### config.mk
export PLATFORM = sky130hd
export DESIGN_NAME = oss_osc_select
export DESIGN_NICKNAME = d
export VERILOG_FILES = /design/src/verilog/oss_pkg.sv /design/src/verilog/oss_osc_select.sv
export SDC_FILE = /design/constraint.sdc
export NUM_CORES = 1
export LEC_CHECK = 0
export BUFFER_PORTS_ARGS = -buffer_cell sky130_fd_sc_hd__buf_4
export CELL_PAD_IN_SITES_DETAIL_PLACEMENT = 0
export CELL_PAD_IN_SITES_GLOBAL_PLACEMENT = 1
export CORE_MARGIN = 3
export CORE_UTILIZATION = 42
export DETAILED_ROUTE_END_ITERATION = 10
export PLACE_DENSITY = 0.89
export RECOVER_POWER = 100
export REMOVE_ABC_BUFFERS = 1
export SYNTH_ARGS = -nofsm -noshare
export SYNTH_HDL_FRONTEND = slang
export SYNTH_SLANG_ARGS = --single-unit
export TNS_END_PERCENT = 100
### constraint.sdc
create_clock -name clk_i -period 7.8 [get_ports clk_i]
set_clock_uncertainty 0.15 [all_clocks]
set_input_delay 0.39 -clock clk_i [delete_from_list [all_inputs] [get_ports clk_i]]
set_output_delay 0.39 -clock clk_i [all_outputs]
set_load 0.02 [all_outputs]
### src/verilog/oss_pkg.sv
package oss_pkg;

  // Configuration word 2 width and field positions.
  localparam int CW_W      = 24;
  localparam int PMODE_LSB = 0;
  localparam int OSCIO_BIT = 5;
  localparam int CKSM_LSB  = 6;
  localparam int FNOSC_LSB = 8;

  // Initial select encodings.
  localparam logic [2:0] SEL_FRC     = 3'h0;
  localparam logic [2:0] SEL_FRC_PLL = 3'h1;
  localparam logic [2:0] SEL_PRI     = 3'h2;
  localparam logic [2:0] SEL_PRI_PLL = 3'h3;
  localparam logic [2:0] SEL_SEC     = 3'h4;
  localparam logic [2:0] SEL_LOW_POWER_INTERNAL_RC    = 3'h5;
  localparam logic [2:0] SEL_RSVD    = 3'h6;
  localparam logic [2:0] SEL_FRC_DIV = 3'h7;

  // Primary mode encodings.
  localparam logic [1:0] PM_EC  = 2'h0;
  localparam logic [1:0] PM_XT  = 2'h1;
  localparam logic [1:0] PM_HS  = 2'h2;
  localparam logic [1:0] PM_OFF = 2'h3;

  // Switch and monitor field values that enable each feature.
  localparam logic       SW_ON     = 1'b0;
  localparam logic [1:0] CKSM_FULL = 2'h0;

  // Bit index of each oscillator in the synchroniser vector.
  localparam int SRC_PRI  = 0;
  localparam int SRC_SEC  = 1;
  localparam int SRC_FRC  = 2;
  localparam int SRC_LOW_POWER_INTERNAL_RC = 3;

  // Register byte offsets.
  localparam int         ADR_W      = 4;
  localparam logic [3:0] REG_STATUS = 4'h0;
  localparam logic [3:0] REG_CTRL   = 4'h4;
  localparam logic [3:0] REG_CFG    = 4'h8;

  // Control register fields and reset values.
  localparam int         CT_SEL_LSB   = 0;
  localparam int         CT_SWREQ     = 8;
  localparam int         CT_DIV_LSB   = 16;
  localparam int         CT_PINV      = 24;
  localparam int         CT_PINOE     = 25;
  localparam int         DIV_W        = 3;
  localparam logic [2:0] CT_DIV_RESET = 3'h1;

  // Nominal frequencies in MHz.
  localparam logic [7:0] FRC_MHZ = 8'h08;
  localparam logic [7:0] PLL_MHZ = 8'h60;

  // Cycles without a source edge before the monitor gives up.
  localparam int FAIL_SAFE_CLOCK_MONITOR_WAIT = 64;

endpackage

### src/verilog/oss_osc_select.sv
// The placing of the registers and register access over Wishbone were chosen for this implementation.
module oss_osc_select #(
  parameter int DIV_W     = oss_pkg::DIV_W,
  parameter int FAIL_SAFE_CLOCK_MONITOR_WAIT = oss_pkg::FAIL_SAFE_CLOCK_MONITOR_WAIT
) (
  // Clock and power-on reset.
  input  wire logic                     clk_i,
  input  wire logic                     rst_i,
  // Configuration word 2 and non power-on reset pulse.
  input  wire logic [oss_pkg::CW_W-1:0] cfg_word2_i,
  input  wire logic                     warm_reset_i,
  // Oscillator levels.
  input  wire logic                     primary_osc_i,
  input  wire logic                     secondary_osc_i,
  input  wire logic                     fast_internal_rc_i,
  input  wire logic                     low_power_internal_rc_i,
  // Clock outputs.
  output logic                          sys_clk_o,
  output logic                          instr_clk_o,
  output logic                          usb_clk_o,
  output logic                          pll_on_o,
  // Oscillator output pin.
  output logic                          osc_output_pin_o,
  output logic                          osc_output_pin_oe_o,
  // Wishbone slave.
  input  wire logic                     wb_cyc_i,
  input  wire logic                     wb_stb_i,
  input  wire logic                     wb_we_i,
  input  wire logic [oss_pkg::ADR_W-1:0] wb_adr_i,
  input  wire logic [3:0]               wb_sel_i,
  input  wire logic [31:0]              wb_dat_i,
  output logic [31:0]                   wb_dat_o,
  output logic                          wb_ack_o
);

  localparam int CNT_W = (1 << DIV_W) - 1;
  localparam int IW    = $clog2(FAIL_SAFE_CLOCK_MONITOR_WAIT + 1);
  localparam logic [IW-1:0] IDLE_MAX = IW'(FAIL_SAFE_CLOCK_MONITOR_WAIT - 1);

  logic [3:0]             src_meta_q;
  logic [3:0]             src_sync_q;
  logic                   load_q;
  logic [oss_pkg::CW_W-1:0] cfg_q;
  logic [2:0]             cur_sel_q;
  logic [2:0]             ctrl_sel_q;
  logic [DIV_W-1:0]       ctrl_div_q;
  logic                   pin_val_q;
  logic                   pin_oe_q;
  logic                   swreq_q;
  logic                   frc_prev_q;
  logic [CNT_W-1:0]       frc_cnt_q;
  logic                   sys_clk_q;
  logic                   instr_q;
  logic                   usb_q;
  logic                   pll_q;
  logic                   fail_q;
  logic [IW-1:0]          idle_q;
  logic                   osc_output_pin_q;
  logic                   osc_output_pin_oe_q;
  logic                   wb_ack_q;
  logic [31:0]            wb_dat_q;

  // Synchronised oscillator levels.
  wire pri_s  = src_sync_q[oss_pkg::SRC_PRI];
  wire sec_s  = src_sync_q[oss_pkg::SRC_SEC];
  wire frc_s  = src_sync_q[oss_pkg::SRC_FRC];
  wire low_power_internal_rc_s = src_sync_q[oss_pkg::SRC_LOW_POWER_INTERNAL_RC];

  // Configuration fields, taken straight from the word in the load cycle.
  wire [oss_pkg::CW_W-1:0] cfg_src = load_q ? cfg_word2_i : cfg_q;
  wire [1:0] cfg_pmode = cfg_src[oss_pkg::PMODE_LSB +: 2];
  wire [2:0] cfg_fnosc = cfg_src[oss_pkg::FNOSC_LSB +: 3];
  wire [1:0] cfg_cksm  = cfg_src[oss_pkg::CKSM_LSB +: 2];
  wire       cfg_oscio = cfg_src[oss_pkg::OSCIO_BIT];

  // Feature enables from the switch and monitor field.
  wire sw_en   = cfg_cksm[1] == oss_pkg::SW_ON;
  wire fail_safe_clock_monitor_en = cfg_cksm == oss_pkg::CKSM_FULL;

  // Reload causes and the wanted selection.
  wire swap_go = swreq_q & sw_en & ~load_q;
  wire warm_go = warm_reset_i & ~sw_en;
  wire fail_go;
  wire reload  = load_q | warm_go | swap_go | fail_go;
  wire [2:0] want_sel = swap_go ? ctrl_sel_q : cfg_fnosc;

  // Legal pairings of select and primary mode; the rest fall back.
  wire pm_off  = cfg_pmode == oss_pkg::PM_OFF;
  wire pll_ok  = (cfg_pmode == oss_pkg::PM_XT)
               | (cfg_pmode == oss_pkg::PM_EC);
  wire want_ok = (want_sel == oss_pkg::SEL_PRI)     ? ~pm_off
               : (want_sel == oss_pkg::SEL_PRI_PLL) ? pll_ok
               : (want_sel != oss_pkg::SEL_RSVD);
  wire [2:0] next_sel = fail_go ? oss_pkg::SEL_FRC
                      : want_ok ? want_sel
                      : oss_pkg::SEL_FRC_DIV;

  // Fast RC divider: bit k of the both-edge counter is the RC over 2**k.
  wire [DIV_W-1:0] div_idx = ctrl_div_q - DIV_W'(1);
  wire frc_div = (ctrl_div_q == '0) ? frc_s : frc_cnt_q[div_idx];

  // Source mux; exactly one source reaches the processor clock.
  wire is_pri  = (cur_sel_q == oss_pkg::SEL_PRI)
               | (cur_sel_q == oss_pkg::SEL_PRI_PLL);
  wire pll_use = (cur_sel_q == oss_pkg::SEL_PRI_PLL)
               | (cur_sel_q == oss_pkg::SEL_FRC_PLL);
  wire src_lvl = is_pri ? pri_s
               : (cur_sel_q == oss_pkg::SEL_SEC) ? sec_s
               : (cur_sel_q == oss_pkg::SEL_LOW_POWER_INTERNAL_RC) ? low_power_internal_rc_s
               : (cur_sel_q == oss_pkg::SEL_FRC_DIV) ? frc_div
               : frc_s;

  // Instruction clock toggles on each processor clock rise.
  wire src_rise = src_lvl & ~sys_clk_q;
  wire src_edge = src_lvl ^ sys_clk_q;
  wire instr_d  = instr_q ^ src_rise;

  // Monitor fires when the running source stops toggling, unless the select is SEL_FRC, the fast RC without PLL or divider.
  assign fail_go = fail_safe_clock_monitor_en & ~load_q & (idle_q == IDLE_MAX)
                 & (cur_sel_q != oss_pkg::SEL_FRC);

  // Output pin: free when primary is unused or external clock.
  wire pin_free = ~is_pri | (cfg_pmode == oss_pkg::PM_EC);
  wire pin_clk  = pin_free & cfg_oscio;
  wire osc_output_pin_d   = pin_clk ? instr_d : pin_val_q;
  wire osc_output_pin_oe_d = pin_clk | (pin_free & pin_oe_q);

  // Nominal processor clock frequency shown in status.
  wire [7:0] freq_mhz = pll_use ? oss_pkg::PLL_MHZ
    : (cur_sel_q == oss_pkg::SEL_FRC_DIV) ? (oss_pkg::FRC_MHZ >> ctrl_div_q)
    : (cur_sel_q == oss_pkg::SEL_FRC) ? oss_pkg::FRC_MHZ
    : 8'h00;

  // Bus decode.
  wire acc    = wb_cyc_i & wb_stb_i & ~wb_ack_q;
  wire hit_st = wb_adr_i == oss_pkg::REG_STATUS;
  wire hit_ct = wb_adr_i == oss_pkg::REG_CTRL;
  wire hit_cf = wb_adr_i == oss_pkg::REG_CFG;
  wire wr_ct  = acc & wb_we_i & hit_ct;
  wire [31:0] st_word = {8'h00, freq_mhz, 4'h0, fail_q, pll_q, fail_safe_clock_monitor_en,
                         sw_en, 2'h0, cfg_pmode, 1'b0, cur_sel_q};
  wire [31:0] ct_word = {6'h00, pin_oe_q, pin_val_q,
                         (8 - DIV_W)'(0), ctrl_div_q, 13'h0000, ctrl_sel_q};
  wire [31:0] rd_word = hit_st ? st_word
                      : hit_ct ? ct_word
                      : hit_cf ? 32'(cfg_q)
                      : 32'h0000_0000;

  // Two-stage synchroniser for the oscillator levels.
  always_ff @(posedge clk_i) begin
    if (rst_i) begin
      src_meta_q <= 4'h0;
      src_sync_q <= 4'h0;
    end else begin
      src_meta_q <= {low_power_internal_rc_i, fast_internal_rc_i,
                     secondary_osc_i, primary_osc_i};
      src_sync_q <= src_meta_q;
    end
  end

  // Configuration is caught once, at the first edge after power-on.
  always_ff @(posedge clk_i) begin
    if (rst_i) begin
      load_q <= 1'b1;
      cfg_q  <= '0;
    end else begin
      load_q <= 1'b0;
      if (load_q) begin
        cfg_q <= cfg_word2_i;
      end
    end
  end

  // Current source; a warm reset keeps it while switching is enabled.
  always_ff @(posedge clk_i) begin
    if (rst_i) begin
      cur_sel_q <= oss_pkg::SEL_FRC_DIV;
    end else if (reload) begin
      cur_sel_q <= next_sel;
    end
  end

  // Control register with per-lane writes; switch request self-clears.
  always_ff @(posedge clk_i) begin
    if (rst_i) begin
      ctrl_sel_q <= oss_pkg::SEL_FRC_DIV;
      ctrl_div_q <= DIV_W'(oss_pkg::CT_DIV_RESET);
      pin_val_q  <= 1'b0;
      pin_oe_q   <= 1'b0;
      swreq_q    <= 1'b0;
    end else begin
      swreq_q <= wr_ct & wb_sel_i[1] & wb_dat_i[oss_pkg::CT_SWREQ];
      if (wr_ct && wb_sel_i[0]) begin
        ctrl_sel_q <= wb_dat_i[oss_pkg::CT_SEL_LSB +: 3];
      end
      if (wr_ct && wb_sel_i[2]) begin
        ctrl_div_q <= wb_dat_i[oss_pkg::CT_DIV_LSB +: DIV_W];
      end
      if (wr_ct && wb_sel_i[3]) begin
        pin_val_q <= wb_dat_i[oss_pkg::CT_PINV];
        pin_oe_q  <= wb_dat_i[oss_pkg::CT_PINOE];
      end
    end
  end

  // Edge counter for the fast RC divider.
  always_ff @(posedge clk_i) begin
    if (rst_i) begin
      frc_prev_q <= 1'b0;
      frc_cnt_q  <= '0;
    end else begin
      frc_prev_q <= frc_s;
      if (frc_s != frc_prev_q) begin
        frc_cnt_q <= frc_cnt_q + CNT_W'(1);
      end
    end
  end

  // Processor, instruction and USB clocks.
  always_ff @(posedge clk_i) begin
    if (rst_i) begin
      sys_clk_q <= 1'b0;
      instr_q   <= 1'b0;
      usb_q     <= 1'b0;
      pll_q     <= 1'b0;
    end else begin
      sys_clk_q <= src_lvl;
      instr_q   <= instr_d;
      usb_q     <= pll_use & src_lvl;
      pll_q     <= pll_use;
    end
  end

  // Fail-safe idle counter and sticky failure flag.
  always_ff @(posedge clk_i) begin
    if (rst_i) begin
      idle_q <= '0;
      fail_q <= 1'b0;
    end else begin
      if (src_edge || reload) begin
        idle_q <= '0;
      end else if (idle_q != IDLE_MAX) begin
        idle_q <= idle_q + IW'(1);
      end
      if (fail_go) begin
        fail_q <= 1'b1;
      end
    end
  end

  // Oscillator output pin drive.
  always_ff @(posedge clk_i) begin
    if (rst_i) begin
      osc_output_pin_q    <= 1'b0;
      osc_output_pin_oe_q <= 1'b0;
    end else begin
      osc_output_pin_q    <= osc_output_pin_d;
      osc_output_pin_oe_q <= osc_output_pin_oe_d;
    end
  end

  // Wishbone answer: one cycle after the request, unmapped reads zero.
  always_ff @(posedge clk_i) begin
    if (rst_i) begin
      wb_ack_q <= 1'b0;
      wb_dat_q <= 32'h0000_0000;
    end else begin
      wb_ack_q <= acc;
      if (acc && !wb_we_i) begin
        wb_dat_q <= rd_word;
      end
    end
  end

  assign sys_clk_o           = sys_clk_q;
  assign instr_clk_o         = instr_q;
  assign usb_clk_o           = usb_q;
  assign pll_on_o            = pll_q;
  assign osc_output_pin_o    = osc_output_pin_q;
  assign osc_output_pin_oe_o = osc_output_pin_oe_q;
  assign wb_ack_o            = wb_ack_q;
  assign wb_dat_o            = wb_dat_q;
endmodule // oss_osc_select

==> metrics <==
vias in the first global route=3310; number of synthesized flops with an enable pin=0; Post-CTS Resized=0; Final ANT Viol Nets=0; Core Area=9280 sq um; unrepaired setup endpoints after global routing=false; Max Cap Violations=1; WP data arrival=3660 ps; Crit Path Max Fanout=91; Cell Pwr Density=193 nW/um^2; vias=3285; commonest cells in the netlist=94 x dfxtp_1, 58 x nor2_1, 29 x mux2i_1, 25 x a21oi_1, 24 x nand2_1; DRT iter0 DRCs=approximately 130; CP Launch Type=input port; synth-to-layout area growth=18.7%; Sink Count=between 90 and 100; via/cell ratio=5.12; PortBufs=83; failing checks=capacitance limit, slew limit; Mapped Area=about 4000 sq um; Post-CTS Setup Inserts=0; WL final=~9000 um; worst path cell trace=clkbuf_1, nand4b_1, nor2_1; Slew HR=-156%; Cells after Synth=434; clk root buf=clkbuf_8; initial antenna violation count=0; critical path class=in2reg; die width=104 um; GRT Residual Overflow=0; Static Leak=around 1.9 nW; H-Tree Level Count=3; Hold Fails Final Rpt=0; hold crit path type=in2reg; global-route wire length before repair=15500 um; Worst Setup End Kind=flip-flop; average cell area after synthesis=9.33 sq um; Filler cells=slightly above 900; CP Buf/Inv Count=1; setup tns final=0 ps; max-slew violations=between 90 and 100; # rows=35; WP data required=7890 ps; Final GP Congestion=0.814; status=finished, violations left; top cells by area, synth=dfxtp_1 46%, mux2i_1 7.2%, nor2_1 5.4%, a21oi_1 3.1%, nor2b_1 2.6%; DRT Pass-1 Iters=4; # IOs=113; largest stage delay on the critical path=2650 ps; crit path time final=3570 ps; Initial Util=43.6%; Async S/R FF share, synth=0%; Synth cell types=52; hold_buf cts=0; Post-layout nets=589; family with the most delay on the worst path=buffers and inverters; clock latency on the worst-skew pair=370 ps; total CTS buffers=9; Fmax=0.280 GHz; VDD IR max=0.106 mV; largest net degree at the start of global routing=92; WL per Instance=14.4 um; Worst path slowest cell=clkbuf_1; # diodes=0; YS warnings=0; fin crit share=approximately 46%; share of Yosys cell area claimed by the top area cell type=46.5%; dominant synthesized flop cell=dfxtp_1; Reg clk slew, reported paths=90 ps; Die ar.=around 11000 sq um; measured slew at the worst slew-check pin=3840 ps; setup violators final=0; Die H=104 um; GR Util All Layers=17.2%; layout cell share with drive strength beyond 1=between 15 and 20%; CTS tree=built; Tot Pwr=0.927 mW; Seq/Total Area, Yosys=between 40% and 50%; count leader, synth=dfxtp_1; drc violations=0; dominant cell type by area after synthesis=dfxtp_1; Max clock buf depth=2; Detail Placement HPWL=6480 um; FF+latch count, synth=94
==> state kept, by name, indices dropped and copies added (netlist names), 3 cells and up <==
register,count
cur_sel_q,3
idle_q,7
ctrl_sel_q,3
src_sync_q,4
ctrl_div_q,3
frc_cnt_q,7
wb_dat_o,26
src_meta_q,4
cfg_q,24
==> area by class of cell <==
type	instances	area, sq um	share of cell area [%]
multi-input combinational	306	2010	41.9
sequential	94	1880	39.2
timing repair buffer	86	518	10.8
tap	129	161	3.36
clock buffer	10	138	2.87
clock inverter	6	52.6	1.09
inverter	10	37.5	0.781
==> cell families (layout without fill, tap and decap cells) <==
group / Yosys count / in the layout / share of synthesized area [%]
DFF: 94 / 94 / 46.5
adders and majority gates: 8 / 8 / 2.47
other: 1 / 6 / 0.0926
muxes: 36 / 36 / 9.40
buffers and inverters: 39 / 112 / 4.33
and+or+nand+nor: 169 / 169 / 21.7
AOI/OAI and AO/OA: 74 / 74 / 12.7
xor gates and xnor gates: 13 / 13 / 2.81
==> routing by layer <==
layer  GRT usage [%]  share of wire, %  routed length [um]  up-vias
met4            6.36               1.4                 130        0
met2            27.8                47                4360       73
met5               0                 0                   0        -
met1            22.6                47                4340     1540
li1                -                 -                   -     1660
met3            3.60               4.5                 418       12
==> placed cells by master, fill, tap and decap left out, types with 5 or more instances in the layout <==
cell type,count
a211o_1,5
buf_4,52
inv_1,10
nand2_1,24
nor2b_1,17
dfxtp_1,94
a21oi_1,25
mux2i_1,29
nor2_1,58
o2bb2ai_1,5
clkbuf_8,10
conb_1,6
nand2b_1,7
o21ai_0,5
mux2_2,5
o211ai_1,6
a221oi_1,5
clkbuf_1,34
a22oi_1,5
a21o_1,7
ha_1,8
nand3_1,20
xor2_1,12
nor3_1,14
==> final timing paths <==
kind / start / to / slack [ps] / cells after the start
hold reg to reg: src_meta_q[3] / src_sync_q[3] / 300 / 1
hold / removal: fast_internal_rc_i / src_meta_q[2] / 80 / 2
setup / recovery: rst_i / idle_q[5] / 4230 / 3
setup reg to reg: ctrl_div_q[0] / osc_output_pin_o / 4620 / 9
==> where the power goes <==
group	internal, mW	switching [mW]	leakage [nW]	total (mW)
registers	0.497	0.0146	0.767	0.512
logic	0.0468	0.0558	1.09	0.103
clock network	0.130	0.182	0.0918	0.313
==> through the flow <==
stage	util, %	std cells	hold WS (ps)	setup WS (ps)	instance area [sq um]
6_report	51.7	641	83.4	4230	4800
5_1_grt	51.7	641	88.3	3860	4800
4_1_cts	53.1	641	70.0	4670	4930
2_1_floorplan	-	410	264	5030	3930
3_5_place_dp	51.1	625	278	4730	4740
3_3_place_gp	51.1	625	284	4780	4740
Note: power is estimated with default switching activity, not from simulation.
